File: src/verilog/wscs_defs.svh
// Purpose: Named constants for the switch configuration serial slave.
// Assumes: Included by its bare name from the package and modules.
// Notes: Offsets are register indices carried in the pointer byte.
`ifndef WSCS_DEFS_SVH
`define WSCS_DEFS_SVH
`define WSCS_REG_ROUTE12 8'h00
`define WSCS_REG_ROUTE34 8'h01
`define WSCS_REG_ROUTE56 8'h02
`define WSCS_REG_CLAMP 8'h03
`define WSCS_REG_GAIN 8'h04
`define WSCS_ROUTE_RST 8'h00
`define WSCS_CLAMP_RST 8'h00
`define WSCS_GAIN_RST 6'h00
`define WSCS_SEL_OFF 4'h0
`define WSCS_SEL_MAX 4'h8
`define WSCS_BIT_LAST 3'h7
`define WSCS_BIT_FIRST 3'h0
`define WSCS_SCL_KHZ 100
`define WSCS_CLK_KHZ 40000
// Bus address of this slave; the value is arbitrary.
`define WSCS_DEV_ADDR 7'h43
`endif

File: src/verilog/wscs_pkg.sv
// Purpose: Types shared by the switch configuration slave modules.
// Assumes: Definitions header is available on the include path.
// Notes: Holds the link state enumeration only.
`include "wscs_defs.svh"
package wscs_pkg;
   typedef enum logic [2:0] {
      WSCS_IDLE,
      WSCS_ADDR,
      WSCS_ADDR_ACK,
      WSCS_PTR,
      WSCS_PTR_ACK,
      WSCS_DATA,
      WSCS_DATA_ACK,
      WSCS_IGNORE
   } wscs_state_t;
endpackage : wscs_pkg

File: src/verilog/wscs_line_if.sv
// Purpose: Carries conditioned link events from the front end to the core.
// Assumes: All signals are on clk.
// Notes: Events are one-cycle pulses.
`timescale 1ns/1ps
interface wscs_line_if;
   logic scl_rise;
   logic scl_fall;
   logic sda_bit;
   logic start_seen;
   logic stop_seen;
   modport front (output scl_rise, scl_fall, sda_bit, start_seen, stop_seen);
   modport core (input scl_rise, scl_fall, sda_bit, start_seen, stop_seen);
endinterface : wscs_line_if

File: src/verilog/wscs_line_sync.sv
// Purpose: Synchronises the link lines and finds edges and conditions.
// Assumes: Link lines are asynchronous to clk.
// Notes: First synchroniser stage feeds only the second stage.
`timescale 1ns/1ps
`include "wscs_defs.svh"
module wscs_line_sync
   import wscs_pkg::*;
(
   input wire logic clk,
   input wire logic rst_b,
   input wire logic scl_in,
   input wire logic sda_in,
   wscs_line_if.front line
);
   logic [1:0] scl_sync_reg;
   logic [1:0] sda_sync_reg;
   logic scl_old_reg;
   logic sda_old_reg;

   always_ff @(posedge clk or negedge rst_b) begin
      if (!rst_b) begin
         scl_sync_reg <= 2'h3;
         sda_sync_reg <= 2'h3;
      end else begin
         scl_sync_reg <= {scl_sync_reg[0], scl_in};
         sda_sync_reg <= {sda_sync_reg[0], sda_in};
      end
   end

   always_ff @(posedge clk or negedge rst_b) begin
      if (!rst_b) begin
         scl_old_reg <= 1'b1;
         sda_old_reg <= 1'b1;
      end else begin
         scl_old_reg <= scl_sync_reg[1];
         sda_old_reg <= sda_sync_reg[1];
      end
   end

   assign line.scl_rise = scl_sync_reg[1] & ~scl_old_reg;
   assign line.scl_fall = ~scl_sync_reg[1] & scl_old_reg;
   assign line.sda_bit = sda_sync_reg[1];
   // A data change while the clock is high is a condition, not a bit.
   assign line.start_seen = scl_sync_reg[1] & scl_old_reg &
      sda_old_reg & ~sda_sync_reg[1];
   assign line.stop_seen = scl_sync_reg[1] & scl_old_reg &
      ~sda_old_reg & sda_sync_reg[1];
endmodule : wscs_line_sync

File: src/verilog/wscs_top.sv
// Purpose: Write-only two-wire configuration slave for a video crosspoint.
// Assumes: clk at 40 MHz oversamples the link; master keeps its own rules.
// Notes: There is no read path; registers drive switch controls directly.
`timescale 1ns/1ps
`include "wscs_defs.svh"
module wscs_top
   import wscs_pkg::*;
#(
   parameter logic [6:0] DEV_ADDR = `WSCS_DEV_ADDR
)
(
   input wire logic clk,
   input wire logic rst_b,
   input wire logic scl_in,
   input wire logic sda_in,
   output logic sda_out,
   output logic sda_oe,
   output logic scl_out,
   output logic scl_oe,
   output logic [23:0] route_sel,
   output logic [7:0] clamp_sel,
   output logic [5:0] gain_zero_db,
   output logic [5:0] amp_enable,
   output logic [5:0] amp_idle_level,
   output logic write_strobe
);
   // System clocks per nominal link clock period.
   localparam int SAMPLES_PER_BIT = `WSCS_CLK_KHZ / `WSCS_SCL_KHZ;

   wscs_line_if line ();
   wscs_state_t state_reg;
   logic [2:0] bit_cnt_reg;
   logic [7:0] shift_reg;
   logic [7:0] ptr_reg;
   logic [7:0] route_reg [0:2];
   logic [7:0] clamp_reg;
   logic [5:0] gain_reg;
   logic ack_drive_reg;
   logic strobe_reg;
   logic byte_done;
   logic [7:0] byte_val;
   logic addr_match;
   logic data_take;
   logic busy_reg;
   logic [4:0] reg_we;

   wscs_line_sync u_sync (
      .clk(clk),
      .rst_b(rst_b),
      .scl_in(scl_in),
      .sda_in(sda_in),
      .line(line)
   );

   assign byte_done = line.scl_rise && (bit_cnt_reg == `WSCS_BIT_LAST);
   assign byte_val = {shift_reg[6:0], line.sda_bit};
   // Read direction or a foreign address is never acknowledged.
   assign addr_match = (byte_val == {DEV_ADDR, 1'b0});

   // Bits are shifted on clock rise, MSB first.
   always_ff @(posedge clk or negedge rst_b) begin
      if (!rst_b) begin
         shift_reg <= 8'h00;
      end else if (line.scl_rise) begin
         shift_reg <= byte_val;
      end
   end

   // Bit counter restarts at every start and after each ack slot.
   always_ff @(posedge clk or negedge rst_b) begin
      if (!rst_b) begin
         bit_cnt_reg <= `WSCS_BIT_FIRST;
      end else if (line.start_seen) begin
         bit_cnt_reg <= `WSCS_BIT_FIRST;
      end else if (line.scl_rise) begin
         unique case (state_reg)
            WSCS_ADDR, WSCS_PTR, WSCS_DATA: begin
               bit_cnt_reg <= bit_cnt_reg + 3'h1;
            end
            default: begin
               bit_cnt_reg <= `WSCS_BIT_FIRST;
            end
         endcase
      end
   end

   // Link state machine.
   always_ff @(posedge clk or negedge rst_b) begin
      if (!rst_b) begin
         state_reg <= WSCS_IDLE;
      end else if (line.stop_seen) begin
         state_reg <= WSCS_IDLE;
      end else if (line.start_seen) begin
         state_reg <= WSCS_ADDR;
      end else begin
         unique case (state_reg)
            WSCS_IDLE, WSCS_IGNORE: begin
               state_reg <= state_reg;
            end
            WSCS_ADDR: begin
               if (byte_done) begin
                  if (addr_match) begin
                     state_reg <= WSCS_ADDR_ACK;
                  end else begin
                     state_reg <= WSCS_IGNORE;
                  end
               end
            end
            WSCS_PTR: begin
               if (byte_done) begin
                  state_reg <= WSCS_PTR_ACK;
               end
            end
            WSCS_DATA: begin
               if (byte_done) begin
                  state_reg <= WSCS_DATA_ACK;
               end
            end
            WSCS_ADDR_ACK, WSCS_PTR_ACK, WSCS_DATA_ACK: begin
               // Leave the ack slot on the falling edge of the ninth clock.
               if (line.scl_fall && ack_drive_reg) begin
                  if (state_reg == WSCS_ADDR_ACK) begin
                     state_reg <= WSCS_PTR;
                  end else begin
                     state_reg <= WSCS_DATA;
                  end
               end
            end
         endcase
      end
   end

   // Ack drive starts at the fall after bit eight, ends at the ninth fall.
   always_ff @(posedge clk or negedge rst_b) begin
      if (!rst_b) begin
         ack_drive_reg <= 1'b0;
      end else if (line.start_seen || line.stop_seen) begin
         ack_drive_reg <= 1'b0;
      end else if (line.scl_fall) begin
         unique case (state_reg)
            WSCS_ADDR_ACK, WSCS_PTR_ACK, WSCS_DATA_ACK: begin
               ack_drive_reg <= ~ack_drive_reg;
            end
            default: begin
               ack_drive_reg <= 1'b0;
            end
         endcase
      end
   end

   // Pointer loads from the first byte after the address.
   always_ff @(posedge clk or negedge rst_b) begin
      if (!rst_b) begin
         ptr_reg <= 8'h00;
      end else if (state_reg == WSCS_PTR && byte_done) begin
         ptr_reg <= byte_val;
      end
   end

   // A data byte is taken at the clock rise of its eighth bit.
   assign data_take = (state_reg == WSCS_DATA) && byte_done;

   // Pointer decode; unknown pointers are acknowledged but store nothing.
   always_comb begin
      reg_we = 5'h00;
      if (data_take) begin
         unique case (ptr_reg)
            `WSCS_REG_ROUTE12: begin
               reg_we[0] = 1'b1;
            end
            `WSCS_REG_ROUTE34: begin
               reg_we[1] = 1'b1;
            end
            `WSCS_REG_ROUTE56: begin
               reg_we[2] = 1'b1;
            end
            `WSCS_REG_CLAMP: begin
               reg_we[3] = 1'b1;
            end
            `WSCS_REG_GAIN: begin
               reg_we[4] = 1'b1;
            end
            default: begin
               reg_we = 5'h00;
            end
         endcase
      end
   end

   // Routing registers, one per output pair.
   genvar gi;
   generate
      for (gi = 0; gi < 3; gi++) begin : g_route
         always_ff @(posedge clk or negedge rst_b) begin
            if (!rst_b) begin
               route_reg[gi] <= `WSCS_ROUTE_RST;
            end else if (reg_we[gi]) begin
               route_reg[gi] <= byte_val;
            end
         end
      end
   endgenerate

   always_ff @(posedge clk or negedge rst_b) begin
      if (!rst_b) begin
         clamp_reg <= `WSCS_CLAMP_RST;
      end else if (reg_we[3]) begin
         clamp_reg <= byte_val;
      end
   end

   always_ff @(posedge clk or negedge rst_b) begin
      if (!rst_b) begin
         gain_reg <= `WSCS_GAIN_RST;
      end else if (reg_we[4]) begin
         gain_reg <= byte_val[5:0];
      end
   end

   // Store pulse for every data byte, whatever the pointer holds.
   always_ff @(posedge clk or negedge rst_b) begin
      if (!rst_b) begin
         strobe_reg <= 1'b0;
      end else begin
         strobe_reg <= data_take;
      end
   end

   // Marks an open transaction from a start until its stop.
   always_ff @(posedge clk or negedge rst_b) begin
      if (!rst_b) begin
         busy_reg <= 1'b0;
      end else if (line.stop_seen) begin
         busy_reg <= 1'b0;
      end else if (line.start_seen) begin
         busy_reg <= 1'b1;
      end
   end

   // The data pin is only ever pulled low, and only inside a transaction.
   always_ff @(posedge clk or negedge rst_b) begin
      if (!rst_b) begin
         sda_out <= 1'b0;
         sda_oe <= 1'b0;
      end else begin
         sda_out <= 1'b0;
         sda_oe <= ack_drive_reg && busy_reg;
      end
   end

   // The clock pin is never driven; the master owns it.
   always_ff @(posedge clk or negedge rst_b) begin
      if (!rst_b) begin
         scl_out <= 1'b0;
         scl_oe <= 1'b0;
      end else begin
         scl_out <= 1'b0;
         scl_oe <= 1'b0;
      end
   end

   always_ff @(posedge clk or negedge rst_b) begin
      if (!rst_b) begin
         write_strobe <= 1'b0;
      end else begin
         write_strobe <= strobe_reg;
      end
   end

   // Per-output controls toward the analogue path.
   generate
      for (gi = 0; gi < 6; gi++) begin : g_out
         logic [3:0] sel;
         // Outputs one, three and five take the low nibble of their pair.
         assign sel = ((gi % 2) != 0) ? route_reg[gi / 2][7:4] :
            route_reg[gi / 2][3:0];

         always_ff @(posedge clk or negedge rst_b) begin
            if (!rst_b) begin
               route_sel[gi * 4 +: 4] <= `WSCS_SEL_OFF;
            end else begin
               route_sel[gi * 4 +: 4] <= sel;
            end
         end

         always_ff @(posedge clk or negedge rst_b) begin
            if (!rst_b) begin
               amp_enable[gi] <= 1'b0;
            end else begin
               amp_enable[gi] <= (sel != `WSCS_SEL_OFF);
            end
         end

         always_ff @(posedge clk or negedge rst_b) begin
            if (!rst_b) begin
               amp_idle_level[gi] <= 1'b1;
            end else begin
               amp_idle_level[gi] <= (sel == `WSCS_SEL_OFF) ||
                  (sel > `WSCS_SEL_MAX);
            end
         end

         always_ff @(posedge clk or negedge rst_b) begin
            if (!rst_b) begin
               gain_zero_db[gi] <= 1'b0;
            end else begin
               gain_zero_db[gi] <= gain_reg[gi];
            end
         end
      end
   endgenerate

   always_ff @(posedge clk or negedge rst_b) begin
      if (!rst_b) begin
         clamp_sel <= `WSCS_CLAMP_RST;
      end else begin
         clamp_sel <= clamp_reg;
      end
   end
endmodule : wscs_top
File: config.mk
export PLATFORM = sky130hd
export DESIGN_NAME = wscs_top
export DESIGN_NICKNAME = d
export VERILOG_FILES = /design/src/verilog/wscs_pkg.sv /design/src/verilog/wscs_line_if.sv /design/src/verilog/wscs_line_sync.sv /design/src/verilog/wscs_top.sv
export VERILOG_INCLUDE_DIRS = /design/src /design/src/verilog
export SDC_FILE = /design/constraint.sdc
export NUM_CORES = 1
export LEC_CHECK = 0
export BUFFER_PORTS_ARGS = -buffer_cell sky130_fd_sc_hd__buf_4
export CAP_MARGIN = 20
export CORE_MARGIN = 5
export CORE_UTILIZATION = 45
export CTS_CLUSTER_SIZE = 16
export DETAILED_ROUTE_END_ITERATION = 12
export PLACE_DENSITY = 0.65
export RECOVER_POWER = 50
export SETUP_SLACK_MARGIN = 0.1
export SLEW_MARGIN = 20
export SYNTH_ARGS = -nofsm -noshare
export SYNTH_HDL_FRONTEND = slang
export SYNTH_SLANG_ARGS = --single-unit
File: constraint.sdc
create_clock -name clk -period 4.8 [get_ports clk]
set_clock_uncertainty 0.15 [all_clocks]
set_input_delay 0.72 -clock clk [delete_from_list [all_inputs] [get_ports clk]]
set_output_delay 0.72 -clock clk [all_outputs]
set_load 0.02 [all_outputs]
**Word-level counts from Yosys, hierarchy flattened**

Index checks and enable logic that the tools add are counted.

- Register bits: 120
- Output and inout port bits: 55

- Add/sub/neg operators: 1
- Magnitude comparators: 6
- Equal/unequal tests: 18
- Multiplexer cells: 23
- Bitwise logic cells: 12
- Reduce and logical (&&, ||, !) cells: 33

Operators by type and width:

| cell | count |
|---|---|
| two-way mux 3 bit | 11 |
| greater-than comparator 4 bit (second input constant) | 6 |
| zero test 4 bit | 6 |
| nonzero test 4 bit | 6 |
| equality test 8 x 2 -> 1 bit (second input constant) | 2 |
| != test 4 bit (second input constant) | 4 |
| equality test 3 bit (second input constant) | 5 |
| case mux 3 bit (4 select lines) | 1 |
| two-way mux 1 bit | 10 |
| equality test 8 x 1 -> 1 bit (second input constant) | 1 |
| equality test 8 x 3 -> 1 bit (second input constant) | 1 |
| equality test 8 bit (second input constant) | 1 |
| zero test 8 bit | 1 |
| bitwise AND 1 bit | 7 |
| logical OR 1 bit | 7 |
| equality test 3 x 2 -> 1 bit (second input constant) | 2 |
| nonzero test 2 bit | 3 |
| OR reduction 3 bit | 2 |
| logical AND 1 bit | 5 |
| two-way mux 5 bit | 1 |
| inverter 1 bit | 5 |
| AND reduction 5 bit | 1 |
| adder 3 x 1 -> 3 bit (second input constant) | 1 |
| equality test 3 x 1 -> 1 bit (second input constant) | 1 |
| 3 further kinds | 3 |

**Longest topological paths before layout**

- Depth after elaboration: 7
- Mapped depth: 7

**By module**

Synthesis repeated with hierarchy kept, for this count alone.

- Cells, all modules: 258
- Area, all modules: 4,267.8 µm²

By module, submodules not included:

| module | instances | cells each | area each (µm²) | sequential area each (µm²) |
|---|---|---|---|---|
| wscs_top | 1 | 248 | 4,077.7 | 2,860.2 |
| wscs_line_sync | 1 | 10 | 190.2 | 157.7 |

**Worst setup path before layout**

No wires, ideal clock.

- Path kind: register to register
- From: reg ptr_reg[5]
- To: reg route_reg (netlist bit g_out[4].sel[0])
- Arrival time: 2.212 ns
- Setup slack: 2.313 ns
- Stages on the path, launching flop included: 6
- Period minus slack after synthesis: 2.487 ns
- Path through: dfrtp_1 or4_4 or4b_1 buf_2 nor3b_4 mux2_2

- Longest elaborated chain between the ends: 3

RTL lines:

| what | RTL line | RTL |
|---|---|---|
| from (decl) | wscs_top.sv:34 | `logic [7:0] ptr_reg;` |
| from (signal assigned) | wscs_top.sv:156 | `ptr_reg <= byte_val;` |
| equality test 8 x 2 -> 1 bit | wscs_top.sv:167 | `unique case (ptr_reg)` |
| two-way mux 1 bit | wscs_top.sv:167 |  |
| two-way mux 5 bit | wscs_top.sv:166 | `if (data_take) begin` |
| to (signal, indexed assignment) | wscs_top.sv:196 | `` route_reg[gi] <= `WSCS_ROUTE_RST; `` |
| to (signal, indexed assignment) | wscs_top.sv:198 | `route_reg[gi] <= byte_val;` |
| to (decl) | wscs_top.sv:35 | `logic [7:0] route_reg [0:2];` |

No other way between the ends.
A chain may end at the register's enable or synchronous reset.

==> run summary <==
Row count -> 35
HPWL after DPL -> 4.63 mm
Worst path bufs/invs -> 2
Critical Path End Type -> async pin
Mapped Area -> 4220 µm²
Most frequent cells in the layout -> dfrtp_1 (108), mux2_2 (53), buf_4 (53), clkbuf_16 (16), nand2_1 (12)
CP top delay family -> buffers and inverters
RSZ-0062 raised after global routing -> no
Required @ worst endpoint -> 5.19 ns
Detail Route Antenna Nets -> 0
Initial antenna violation count -> 0
Initial DRC count -> 68
Hold-fix buffers, CTS -> 0
M1 GR Usage -> 18.8%
Overall power -> 2.44 mW
Clk sink count -> 120
Commonest non-fill, non-tap cell in the layout -> dfrtp_1
Critical Path Source Type -> primary input
Hold Vio Cnt, Final -> 0
First-pass GRT wire length -> 12.5 mm
Kind of critical path -> in2async
Worst R2R Start -> u_sync.scl_sync_reg[1]
Reg-to-reg endpoint -> g_out[5].sel[3]
Peak VDD IR -> 0.285 mV
DR vias -> 2280
Ports -> 59
DRT Pass-1 Iters -> 4
Post-synth top area share -> 64.0%
Ys Warns -> 0
Status -> complete, but fails checks
Crit share post-route -> 62.6%
Met3 Use GR -> 5.12%
Hold depth -> 1
Multi-input gate area -> 1140 µm²
Number of global-route vias before repair -> 2420
Setup violators final -> 0
Area Growth Syn to Fin -> 26.3%
Dominant synthesized flop cell -> dfrtp_1
Worst-skew pair later-pin latency -> 0.51 ns
Die width -> 107 µm
Starting Density -> 45.9%
Final weighted congestion in routability-driven placement -> 0.744
Yosys cell types -> 44
Synthesized flop and latch total -> 120
DRC viols -> 0
Period minus WS final -> 3.01 ns
Wire per inst -> 16.2 µm
Critical Path Fanout Max -> 50
Fill cells -> 728
Relative slew slack -> -70.3%
Post-synth top area cell -> dfrtp_1
Global route overflow -> 0
CP max stage delay -> 1.78 ns
Leak -> 2.72 nW
Core Box Area -> 9200 µm²
R2r setup slk -> 2.16 ns
Post-CTS setup buffer count -> 0
Arrival @ worst endpoint -> 3.40 ns
Cts bufs inserted -> 17
Via density -> 5.03
Diodes inserted -> 0
Overall die height -> 107 µm
Failing checks -> capacitance limit, slew limit
Setup_tns -> 0 ns
Syn Inst Count -> 262
CTS clk-pin slew, worst paths -> 0.06 ns
Max-slew violations -> 51
Class of the worst hold path -> in2reg
Total track usage -> 14.5%
H-Tree Depth -> 4
Worst Hold End -> u_sync.sda_sync_reg[0]
Crit-path slowest cell -> clkbuf_1
Largest net degree at the start of global routing -> 51
Synth Area per Inst -> 16.1 µm²
Area of the die -> 11400 µm²
Max Cap Viol -> 1
Met2 GRT Util -> 22.3%
Synth top area cells -> dfrtp_1 (64%), mux2_2 (14%), dfstp_2 (7.5%)
Worst Max-Slew Pin Slew -> 2.55 ns
Asr flop ratio synth -> 100%
Clock Tree Buf Depth -> 2
Max Clock Freq -> 333 MHz
Post-CTS sizing -> 0
Most Crowded Layer GR -> met2
Hold Startpoint -> sda_in
Layout cells sized above 1 -> 46.2%
Port Buf Inserts -> 55
Register area share after synthesis -> 71.5%
CTS tree -> built
PD cells -> 459 nW/µm²
Worst-path cell chain -> clkbuf_1 > clkbuf_2
Register area -> 3020 µm²
Final nets -> 335
Depth of the most critical reg-to-reg path -> 4
DRT Wirelength -> 7.35 mm
Root buffer cell -> clkbuf_8
Number of flops mapped to enable cells by yosys -> 0
[synthesized netlist by cell type (all sizes together), types with 2 or more instances]
library cell and instances:
nand2 12, dfrtp 108, inv 3, a22oi 2, mux2 53, nand3b 2
or4 7, dfstp 12, o31ai 6, nor3 3, a2bb2oi 2, buf 6
nor2 10, ha 2, nor3b 4, nor4 2, nor4b 2, clkbuf 5
[cells by family (layout without fill, tap and decap cells)]
logic type,Yosys count,after routing,synth area share (%)
flops,120,120,71.5
mux,54,54,14.4
simple gates,51,51,8.09
compound gates,18,18,3.29
buf+inv,14,92,1.66
fa+ha+maj,2,2,0.593
xor+xnor,2,2,0.415
other cells,1,3,0.0888
[worst max path at each step]
stage | endpoint | depth (start not counted) | slack [ns] | start
6_report | clamp_sel[7] | 2 | 1.79 | rst_b
5_1_grt | clamp_sel[7] | 2 | 1.11 | rst_b
4_1_cts | g_out[5].sel[3] | 4 | 2.16 | ptr_reg[5]
3_5_place_dp | g_out[4].sel[1] | 4 | 2.14 | ptr_reg[5]
3_3_place_gp | g_out[5].sel[2] | 4 | 2.19 | ptr_reg[5]
2_1_floorplan | g_out[4].sel[0] | 5 | 2.31 | ptr_reg[5]
[per-stage QoR]
step / hold slack, ns / instance area [µm²] / cells / worst slack (ns) / utilization (%)
final: 0.164 / 5330 / 453 / 1.79 / 58.0
after global routing: 0.143 / 5330 / 453 / 1.11 / 58.0
after detailed placement: 0.193 / 4740 / 421 / 2.14 / 51.5
after global placement: 0.196 / 4740 / 421 / 2.19 / 51.5
after CTS: 0.0812 / 5340 / 453 / 2.16 / 58.0
after floorplan: 0.181 / 4230 / 264 / 2.31 / -
[layer usage]
layer,vias to the layer above,share of wire [%]
li1,1069,-
met1,1153,45
met2,53,49
met3,5,5.0
met4,0,1.1
met5,-,0
[cell type report]
| cell class | count | share of cell area [%] |
|---|---|---|
| multi-input combinational | 130 | 21.4 |
| timing repair buffer | 57 | 7.91 |
| tap | 111 | 2.61 |
| clock inverter | 14 | 3.22 |
| clock buffer | 18 | 8.03 |
| sequential | 120 | 56.6 |
| inverter | 3 | 0.211 |
[power breakdown]
part	total [mW]	switching [mW]	leakage (nW)	internal (mW)
Clock	1.25	0.448	0.288	0.805
Sequential	1.12	0.0748	1.61	1.05
Combinational	0.0698	0.0371	0.820	0.0327
Total	2.44	0.560	2.72	1.88
(Power assumes the default switching activity.)
